`src/rtl/ofd_params.svh`:
```
/*
 Constants for the upper-group opcode field decoder: field positions,
 pattern codes and fixed values.
 Assumes it is included by bare name by the decoder.
*/
`ifndef OFD_PARAMS_SVH
`define OFD_PARAMS_SVH
`define OFD_GRP_HI       15
`define OFD_GRP_LO       12
`define OFD_COND_HI      11
`define OFD_COND_LO      8
`define OFD_REGX_HI      11
`define OFD_REGX_LO      9
`define OFD_OPM_HI       8
`define OFD_OPM_LO       6
`define OFD_SIZE_HI      7
`define OFD_SIZE_LO      6
`define OFD_RM_BIT       3
`define OFD_REGY_HI      2
`define OFD_REGY_LO      0
`define OFD_GRP_QUICK    4'h5
`define OFD_GRP_BRANCH   4'h6
`define OFD_GRP_MOVE_QUICK    4'h7
`define OFD_GRP_OR       4'h8
`define OFD_GRP_SUB      4'h9
`define OFD_GRP_CMP      4'hB
`define OFD_GRP_AND      4'hC
`define OFD_TRAP_ONES    5'h1F
`define OFD_TRAP_WORD    3'h2
`define OFD_TRAP_LONG    3'h3
`define OFD_TRAP_NONE    3'h4
`define OFD_DISP_EXT16   8'h00
`define OFD_DISP_EXT32   8'hFF
`define OFD_SIZE_BYTE    2'h0
`define OFD_SIZE_WORD    2'h1
`define OFD_SIZE_LONG    2'h2
`define OFD_SIZE_BAD     2'h3
`define OFD_QUICK_EIGHT  4'h8
`endif

```
`src/rtl/ofd_pkg.sv`:
```
/*
 Types shared by the upper-group opcode decoder.
 Assumes nothing beyond a SystemVerilog compiler.
*/
package ofd_pkg;
	typedef enum logic [4:0] {
		OFD_OP_NONE, OFD_OP_TRAP, OFD_OP_SUBTRACT_QUICK, OFD_OP_BCC, OFD_OP_BRA, OFD_OP_BSR,
		OFD_OP_MOVE_QUICK, OFD_OP_OR, OFD_OP_UNSIGNED_DIVIDE, OFD_OP_SIGNED_DIVIDE, OFD_OP_DECIMAL_SUBTRACT_EXTEND, OFD_OP_SUB,
		OFD_OP_SUBA, OFD_OP_SUBTRACT_EXTEND, OFD_OP_CMP, OFD_OP_CMPA, OFD_OP_EOR, OFD_OP_COMPARE_MEMORY,
		OFD_OP_AND
	} ofd_op_e;
	typedef enum logic [1:0] {OFD_EXT_NONE, OFD_EXT_WORD, OFD_EXT_LONG} ofd_ext_e;
	typedef enum {OFD_ST_IDLE, OFD_ST_EXT_HI, OFD_ST_EXT_LO} ofd_state_e;
endpackage

```
`src/rtl/ofd_decoder.sv`:
```
/*
 Upper-group opcode field decoder: takes the first opcode word from the
 prefetch queue, decodes it, then takes any extension words.
 Assumes the queue presents words with a valid/ready handshake and the
 datapath consumes one registered decode pulse per instruction.
*/
// What this block does
// - Conditional trap is group 0101 with a condition in bits 11..8 and ones in bits 7..3.
// - Conditional trap opmode 010 takes one word, 011 a long and 100 no extension.
// - Quick subtract immediate 1 to 7 means itself and 0 means eight.
// - Quick subtract size 00 is byte, 01 word and 10 long.
// - Branches with displacement 00 hex take a 16-bit word and with FF hex a 32-bit displacement.
// - Quick move sign-extends its 8-bit immediate to 32 bits for the data register.
// - Word divide type bit 0 means unsigned and 1 signed.
// - Decimal subtract with operand bit 0 uses data registers, 1 predecrement address registers.
// - Subtract extend with operand bit 0 is register to register, 1 memory to memory by predecrement.
// - Subtract extend and compare memory size 00 is byte, 01 word and 10 long.
`timescale 1ns/100ps
`include "ofd_params.svh"
module ofd_decoder (
	// clock and reset
	input  wire logic           ref_clk,
	input  wire logic           rst,
	// prefetch queue
	input  wire logic           iw_valid,
	input  wire logic [15:0]    iw_data,
	output logic                iw_ready,
	// decoded instruction
	output logic                dec_valid,
	output ofd_pkg::ofd_op_e    dec_op,
	output logic [1:0]          dec_size,
	output logic [2:0]          dec_reg_x,
	output logic [2:0]          dec_reg_y,
	output logic [3:0]          dec_cond,
	output logic                dec_to_ea,
	output logic                dec_mem_mode,
	output logic [31:0]         dec_imm,
	output logic [31:0]         dec_ext,
	output logic                dec_illegal
);
	ofd_pkg::ofd_state_e state;
	ofd_pkg::ofd_state_e next_state;
	logic [15:0] opw;
	logic [15:0] ext_hi;

	// size field check, used only for quick subtract
	function automatic logic size_ok(input logic [1:0] s);
		size_ok = (s != `OFD_SIZE_BAD);
	endfunction

	// field extraction
	wire logic [3:0] grp   = iw_data[`OFD_GRP_HI:`OFD_GRP_LO];
	wire logic [2:0] opm   = iw_data[`OFD_OPM_HI:`OFD_OPM_LO];
	wire logic [1:0] sz    = iw_data[`OFD_SIZE_HI:`OFD_SIZE_LO];
	wire logic [7:0] disp8 = iw_data[7:0];
	wire logic [2:0] qdat  = iw_data[`OFD_REGX_HI:`OFD_REGX_LO];
	wire logic       rm    = iw_data[`OFD_RM_BIT];
	wire logic       b8    = iw_data[8];
	wire logic       xform = (iw_data[5:4] == 2'h0); // register/memory pair forms
	wire logic       is_trap = (grp == `OFD_GRP_QUICK) && (iw_data[7:3] == `OFD_TRAP_ONES);
	wire logic       trap_ok = (iw_data[2:0] == `OFD_TRAP_WORD) || (iw_data[2:0] == `OFD_TRAP_LONG)
		|| (iw_data[2:0] == `OFD_TRAP_NONE);

	// opcode classification
	ofd_pkg::ofd_op_e c_op;
	logic             c_ill;
	ofd_pkg::ofd_ext_e c_ext;
	always_comb begin
		c_op  = ofd_pkg::OFD_OP_NONE;
		c_ill = 1'b0;
		c_ext = ofd_pkg::OFD_EXT_NONE;
		case (grp)
			`OFD_GRP_QUICK: begin
				if (is_trap) begin
					c_op  = ofd_pkg::OFD_OP_TRAP;
					c_ill = !trap_ok;
					c_ext = (iw_data[2:0] == `OFD_TRAP_WORD) ? ofd_pkg::OFD_EXT_WORD :
						(iw_data[2:0] == `OFD_TRAP_LONG) ? ofd_pkg::OFD_EXT_LONG : ofd_pkg::OFD_EXT_NONE;
				end else if (b8 && size_ok(sz)) begin
					c_op = ofd_pkg::OFD_OP_SUBTRACT_QUICK;
				end else begin
					c_ill = 1'b1; // outside this block's range or bad size
				end
			end
			`OFD_GRP_BRANCH: begin
				c_op  = (iw_data[11:8] == 4'h0) ? ofd_pkg::OFD_OP_BRA :
					(iw_data[11:8] == 4'h1) ? ofd_pkg::OFD_OP_BSR : ofd_pkg::OFD_OP_BCC;
				c_ext = (disp8 == `OFD_DISP_EXT16) ? ofd_pkg::OFD_EXT_WORD :
					(disp8 == `OFD_DISP_EXT32) ? ofd_pkg::OFD_EXT_LONG : ofd_pkg::OFD_EXT_NONE;
			end
			`OFD_GRP_MOVE_QUICK: begin
				c_op  = ofd_pkg::OFD_OP_MOVE_QUICK;
				c_ill = b8;
			end
			`OFD_GRP_OR: begin
				if (opm[1:0] == 2'h3) c_op = b8 ? ofd_pkg::OFD_OP_SIGNED_DIVIDE : ofd_pkg::OFD_OP_UNSIGNED_DIVIDE;
				else if (b8 && xform) c_op = ofd_pkg::OFD_OP_DECIMAL_SUBTRACT_EXTEND;
				else c_op = ofd_pkg::OFD_OP_OR;
				c_ill = (opm[1:0] != 2'h3) && b8 && xform && (sz != `OFD_SIZE_BYTE);
			end
			`OFD_GRP_SUB: begin
				if (opm[1:0] == 2'h3) c_op = ofd_pkg::OFD_OP_SUBA;
				else if (b8 && xform) c_op = ofd_pkg::OFD_OP_SUBTRACT_EXTEND;
				else c_op = ofd_pkg::OFD_OP_SUB;
			end
			`OFD_GRP_CMP: begin
				if (opm[1:0] == 2'h3) c_op = ofd_pkg::OFD_OP_CMPA;
				else if (!b8) c_op = ofd_pkg::OFD_OP_CMP;
				else if (iw_data[5:3] == 3'h1) c_op = ofd_pkg::OFD_OP_COMPARE_MEMORY;
				else c_op = ofd_pkg::OFD_OP_EOR;
			end
			`OFD_GRP_AND: begin
				c_op  = ofd_pkg::OFD_OP_AND;
				c_ill = (opm[1:0] == 2'h3) || (b8 && xform); // multiply and pair forms lie outside
			end
			default: c_ill = 1'b1;
		endcase
	end

	// immediate value: quick subtract 0 means eight, quick move sign-extends
	wire logic [31:0] c_imm = (grp == `OFD_GRP_MOVE_QUICK) ? {{24{disp8[7]}}, disp8} :
		(qdat == 3'h0) ? {28'h0, `OFD_QUICK_EIGHT} : {29'h0, qdat};
	wire logic [1:0] c_size = (grp == `OFD_GRP_BRANCH || grp == `OFD_GRP_MOVE_QUICK) ? `OFD_SIZE_LONG :
		(opm[1:0] == 2'h3) ? (b8 ? `OFD_SIZE_LONG : `OFD_SIZE_WORD) : sz;
	wire logic        take_op  = (state == ofd_pkg::OFD_ST_IDLE) && iw_valid;
	wire logic        take_ext = (state != ofd_pkg::OFD_ST_IDLE) && iw_valid;

	// one word is taken per cycle; the queue is never stalled
	assign iw_ready = 1'b1;

	// sequencer for extension words
	always_comb begin
		next_state = state;
		case (state)
			ofd_pkg::OFD_ST_IDLE: if (take_op && !c_ill) begin
				if (c_ext == ofd_pkg::OFD_EXT_LONG) next_state = ofd_pkg::OFD_ST_EXT_HI;
				else if (c_ext == ofd_pkg::OFD_EXT_WORD) next_state = ofd_pkg::OFD_ST_EXT_LO;
			end
			ofd_pkg::OFD_ST_EXT_HI: if (take_ext) next_state = ofd_pkg::OFD_ST_EXT_LO;
			ofd_pkg::OFD_ST_EXT_LO: if (take_ext) next_state = ofd_pkg::OFD_ST_IDLE;
			default: next_state = ofd_pkg::OFD_ST_IDLE;
		endcase
	end

	wire logic done = (take_op && (c_ill || c_ext == ofd_pkg::OFD_EXT_NONE)) ||
		(take_ext && state == ofd_pkg::OFD_ST_EXT_LO);

	// state and captured opcode fields
	always_ff @(posedge ref_clk or posedge rst) begin
		if (rst) begin
			state <= ofd_pkg::OFD_ST_IDLE;
			opw <= 16'h0000;
			ext_hi <= 16'h0000;
		end else begin
			state <= next_state;
			if (take_op) opw <= iw_data;
			if (take_ext && state == ofd_pkg::OFD_ST_EXT_HI) ext_hi <= iw_data;
		end
	end

	// registered decode outputs
	always_ff @(posedge ref_clk or posedge rst) begin
		if (rst) begin
			dec_valid <= 1'b0;
			dec_op <= ofd_pkg::OFD_OP_NONE;
			dec_size <= `OFD_SIZE_BYTE;
			dec_reg_x <= 3'h0;
			dec_reg_y <= 3'h0;
			dec_cond <= 4'h0;
			dec_to_ea <= 1'b0;
			dec_mem_mode <= 1'b0;
			dec_imm <= 32'h0000_0000;
			dec_ext <= 32'h0000_0000;
			dec_illegal <= 1'b0;
		end else begin
			dec_valid <= done;
			if (take_op) begin
				dec_op <= c_op;
				dec_size <= c_size;
				dec_reg_x <= qdat;
				dec_reg_y <= iw_data[`OFD_REGY_HI:`OFD_REGY_LO];
				dec_cond <= iw_data[`OFD_COND_HI:`OFD_COND_LO];
				dec_to_ea <= b8;
				dec_mem_mode <= rm;
				dec_imm <= c_imm;
				dec_illegal <= c_ill;
				dec_ext <= 32'h0000_0000;
			end else if (take_ext) begin
				dec_ext <= (state == ofd_pkg::OFD_ST_EXT_LO && opw[2:0] != `OFD_TRAP_WORD && opw[7:0] != `OFD_DISP_EXT16)
					? {ext_hi, iw_data} : {{16{iw_data[15]}}, iw_data};
			end
		end
	end

	AST_SUBTRACT_QUICK_EIGHT: assert property (@(posedge ref_clk) disable iff (rst)
		take_op && grp == `OFD_GRP_QUICK && !is_trap && qdat == 3'h0 |=> dec_imm == 32'h8)
		else $error("quick subtract zero not eight");
	AST_MOVE_QUICK_SEXT: assert property (@(posedge ref_clk) disable iff (rst)
		take_op && grp == `OFD_GRP_MOVE_QUICK |=> dec_imm == {{24{$past(iw_data[7])}}, $past(iw_data[7:0])})
		else $error("quick move not sign extended");
	AST_BR_EXT32: assert property (@(posedge ref_clk) disable iff (rst)
		take_op && grp == `OFD_GRP_BRANCH && disp8 == `OFD_DISP_EXT32 |=> state == ofd_pkg::OFD_ST_EXT_HI)
		else $error("long branch did not fetch two words");
	AST_BR_EXT16: assert property (@(posedge ref_clk) disable iff (rst)
		take_op && grp == `OFD_GRP_BRANCH && disp8 == `OFD_DISP_EXT16 |=> state == ofd_pkg::OFD_ST_EXT_LO)
		else $error("word branch did not fetch one word");
	AST_TRAP_NONE: assert property (@(posedge ref_clk) disable iff (rst)
		take_op && is_trap && iw_data[2:0] == `OFD_TRAP_NONE |=> dec_valid && dec_op == ofd_pkg::OFD_OP_TRAP)
		else $error("trap without operand not done at once");
	AST_TRAP_BAD: assert property (@(posedge ref_clk) disable iff (rst)
		take_op && is_trap && !trap_ok |=> dec_valid && dec_illegal)
		else $error("bad trap opmode not flagged");
	AST_DIV_KIND: assert property (@(posedge ref_clk) disable iff (rst)
		take_op && grp == `OFD_GRP_OR && opm == 3'h7 |=> dec_op == ofd_pkg::OFD_OP_SIGNED_DIVIDE)
		else $error("signed divide not selected");
	AST_DIV_UNSIGNED: assert property (@(posedge ref_clk) disable iff (rst)
		take_op && grp == `OFD_GRP_OR && opm == 3'h3 |=> dec_op == ofd_pkg::OFD_OP_UNSIGNED_DIVIDE)
		else $error("unsigned divide not selected");
	AST_SIZE_BAD: assert property (@(posedge ref_clk) disable iff (rst)
		take_op && grp == `OFD_GRP_QUICK && !is_trap && sz == `OFD_SIZE_BAD |=> dec_illegal)
		else $error("bad quick size not flagged");
	AST_COMPARE_MEMORY_SIZE: assert property (@(posedge ref_clk) disable iff (rst)
		take_op && c_op == ofd_pkg::OFD_OP_COMPARE_MEMORY |=> dec_size == $past(sz))
		else $error("compare memory size lost");
	AST_SUBTRACT_EXTEND_MEM: assert property (@(posedge ref_clk) disable iff (rst)
		take_op && c_op == ofd_pkg::OFD_OP_SUBTRACT_EXTEND |=> dec_mem_mode == $past(rm))
		else $error("subtract extend mode lost");
endmodule

```
`config.mk`:
```
export PLATFORM = sky130hd
export DESIGN_NAME = ofd_decoder
export DESIGN_NICKNAME = d
export VERILOG_FILES = /design/src/rtl/ofd_pkg.sv /design/src/rtl/ofd_decoder.sv
export VERILOG_INCLUDE_DIRS = /design/src /design/src/rtl
export SDC_FILE = /design/constraint.sdc
export NUM_CORES = 1
export LEC_CHECK = 0
export BUFFER_PORTS_ARGS = -buffer_cell sky130_fd_sc_hd__buf_2
export CORE_MARGIN = 2
export CORE_UTILIZATION = 40
export DETAILED_ROUTE_END_ITERATION = 7
export PLACE_DENSITY = 0.67
export SLEW_MARGIN = 40
export SYNTH_ARGS = -nofsm -noshare
export SYNTH_HDL_FRONTEND = slang
export SYNTH_SLANG_ARGS = --single-unit
```
`constraint.sdc`:
```
create_clock -name ref_clk -period 6.55 [get_ports ref_clk]
set_input_delay 0.655 -clock ref_clk [delete_from_list [all_inputs] [get_ports ref_clk]]
set_output_delay 0.655 -clock ref_clk [all_outputs]
set_load 0.005 [all_outputs]
```
==> metrics.md <==
| Metric | Value |
|---|---|
| Library cells used by synthesis | 56 |
| Number of buffers on the longest clock path | 2 |
| Overflow left after global routing | 0 |
| Sort of element at the end of the critical path | register |
| Library cell used as clock root buffer | clkbuf_8 |
| Placeable core region | 9330 sq um |
| Share of synthesized area occupied by flip-flops and latches | 50.8% |
| Port Buffer Count | 103 |
| Vias per cell | 5.27 |
| Post-CTS sizing | 0 |
| Crit Path Category | in2reg |
| Post-route fraction of the period consumed by the critical path | 36.5% |
| Number of global-route vias before repair | 2730 |
| Setup Skew | 0.00731 ns |
| Max-cap violation count | 0 |
| CTS Hold Buffers Added | 0 |
| Weighted congestion at the end of routability-driven global placement | 0.916 |
| Number of sinks on the clock net | 79 |
| Outcome | finished clean |
| Startpoint types | input pin |
| Number of antenna violations at the first check in global routing | 0 |
| Number of nets in the finished design | 436 |
| Aggregate global-route resource usage | 18.9% |
| R2R cell count | 5 |
| Total non-filler cell area in the finished layout | 4400 sq um |
| Routed length per instance | 17.4 microns |
| Top flip-flop cell by instance count after synthesis | dfrtp_1 |
| Die W | 103 microns |
| Starting density of the core | 41.7% |
| Worst-case setup slack after placement | 3.82 ns |
| Worst Path Arrival | 2.68 ns |
| Async set or reset register ratio after synthesis | 100% |
| Worst hold slack across all endpoints | 0.477 ns |
| Clock network latency to the later pin of the worst-skew pair | 0.35 ns |
| Final non-filler cell total | 549 |
| Worst-Margin Slew | 0.696 ns |
| Number of setup violations in the final report | 0 |
| Headroom to the max-slew limit | 53.6% |
| Cell area after placement | 4200 sq um |
| Synthesized cell area | 3890 sq um |
| Post-CTS repair timing setup buffer count | 0 |
| Class of the tightest hold or removal check | in2async |
| Nets in the synthesized netlist | 377 |
| Vias post-DR | 2894 |
| Number of cells produced by synthesis | 356 |
| Iter 0 DRT Violations | 223 |
| Setup TNS | 0 ns |
| Largest voltage drop on the vdd net | 116 uV |
| Clock tree from TritonCTS | done |
| Largest net degree at the start of global routing | 80 |
| Time the final worst path needs with I/O delays and setup | 2.39 ns |
| Least setup slack across all paths after layout | 4.16 ns |
| Critical path required time | 6.84 ns |
| Y dimension of the die | 103 microns |
| Yosys warning count | 0 |
| Leakage power | 2.37 nW |
| Number of CTS-inserted buffers | 9 |
| Fraction of layout cells with a size suffix above 1 | 35.7% |
| TritonRoute pass-1 iters | 4 |
| Routed Antenna Nets | 0 |
| Pwr Density | 232 nW/um^2 |
| DR DRC count | 0 |
| Max Transition Viols Final | 0 |
| Total wire length after detailed routing | 9560 microns |
| Setup repair after global routing missed its margin | no |
| Flops & latches, synth | 79 |
| First-pass GRT wire length | 15100 microns |
| Number of flops mapped to enable cells by yosys | 0 |
| Number of rows in the core area | 35 |
| Total count of hold-check failures in the final report | 0 |
| Pwr Total | 1.02 mW |
| Top-level I/O count | 105 |
| Fillers | 860 |
| Layout area overhead | 13.2% |
| Achievable frequency | 418 MHz |
| H-Tree Level Count | 3 |
| Total half-perimeter wirelength after legalization and detailed placement | 6550 microns |
| Post-synthesis area per instance | 10.9 sq um |
| Inserted Diodes | 0 |
| Area contributors post-synth | dfrtp_1 51%, buf_4 6.4%, nand2_1 5.3%, a22o_1 5.2%, mux2_4 5.0% |
| Top-area cell type share of the netlist area | 50.8% |
| Maximum fanout count along the critical path | 9 |
| Die area | 10500 sq um |
| Placed instance count | 533 |
| Clock transition time at the flip-flop clock pins of the worst setup and hold paths | 0.08 ns |
| Final Util | 47.2% |
| Biggest area consumer among synthesized cells | dfrtp_1 |
## where the power goes
group          total, mW  switching [mW]  internal, mW
Clock              0.377           0.179         0.198
Sequential         0.529          0.0174         0.511
Combinational      0.116          0.0695        0.0461
## worst paths after layout
check,start,to,slack [ns]
setup / recovery,iw_data[6],state[1],4.16
hold / removal,rst,dec_ext[3],0.48
setup reg to reg,opw[7],dec_ext[22],4.73
hold reg to reg,opw[6],opw[6],0.49
max in group asynchronous,rst,dec_imm[5],5.59
min in group ref_clk,opw[6],opw[6],0.49
## state kept, by name (all words and copies together), names as in the netlist
signal,count
state,2
dec_imm,8
dec_valid,1
dec_size,2
dec_ext,32
opw,8
dec_op,5
ext_hi,16
dec_cond,1
dec_reg_x,3
dec_illegal,1
## worst max-delay path: stages
cell	delay, ns
buf_2	0.22
nand2_1	0.19
nor2_2	0.23
a31oi_1	0.11
or4b_1	0.51
ha_1	0.34
nor4_1	0.23
nand3b_1	0.10
nand3_1	0.09
## routing by layer
metal | GRT usage, % | up-vias | share of wire, %
li1 | - | 1365 | -
met1 | 27.1 | 1393 | 46
met2 | 28.0 | 117 | 46
met3 | 4.47 | 19 | 5.6
met4 | 6.56 | 0 | 1.9
met5 | 0 | - | 0
## logic make-up (layout without fill, tap and decap cells)
group           count (synthesis)  in the layout  share of synthesized area [%]
fa+ha+maj                       2              2                          0.643
compound gates                 79             79                           16.6
simple gates                  110            110                           13.7
buf+inv                        64            128                           11.0
mux                            20             20                           6.89
flops                          79             79                           50.8
xor+xnor                        1              1                          0.225
other cells                     1              1                         0.0964
## synth_stat cells (all sizes together) (2+ instances only)
cell	n
nor4	4
and3	5
mux2i	5
nand2	55
nor2b	3
or3	2
o22ai	3
dfrtp	79
clkbuf	7
nand3	8
o21ai	13
a21oi	7
nand2b	2
nor2	16
ha	2
nor3	5
a31oi	3
buf	51
a221o	16
a22o	23
nand3b	2
mux2	15
o221ai	2
inv	6
## layout by cell type (no fill, tap or decap), types with 2 or more instances in the layout
master / count
mux2_4: 13
nand3_1: 8
mux2_2: 2
inv_1: 4
clkinv_2: 2
and3_1: 5
mux2i_1: 5
nor2_2: 3
clkbuf_8: 11
ha_1: 2
a221o_1: 16
nor3_1: 3
o22ai_1: 3
nand2b_1: 2
buf_4: 2
nand3b_1: 2
a21oi_1: 6
nor4_1: 4
a31oi_1: 3
dfrtp_1: 79
buf_2: 103
nand2_1: 55
nor2_1: 13
nor2b_1: 3
o21ai_1: 12
a22o_1: 23
o221ai_1: 2
## layout make-up
cell class | instances | area, sq um | share of cell area (%)
Inverter | 6 | 23.8 | 0.540
Multi-Input combinational cell | 213 | 1490 | 33.9
Clock inverter | 4 | 51.3 | 1.17
Timing Repair Buffer | 106 | 542 | 12.3
Clock buffer | 12 | 155 | 3.52
Tap cell | 129 | 161 | 3.67
Sequential cell | 79 | 1980 | 44.9
Note: power is estimated with default switching activity, not from simulation.
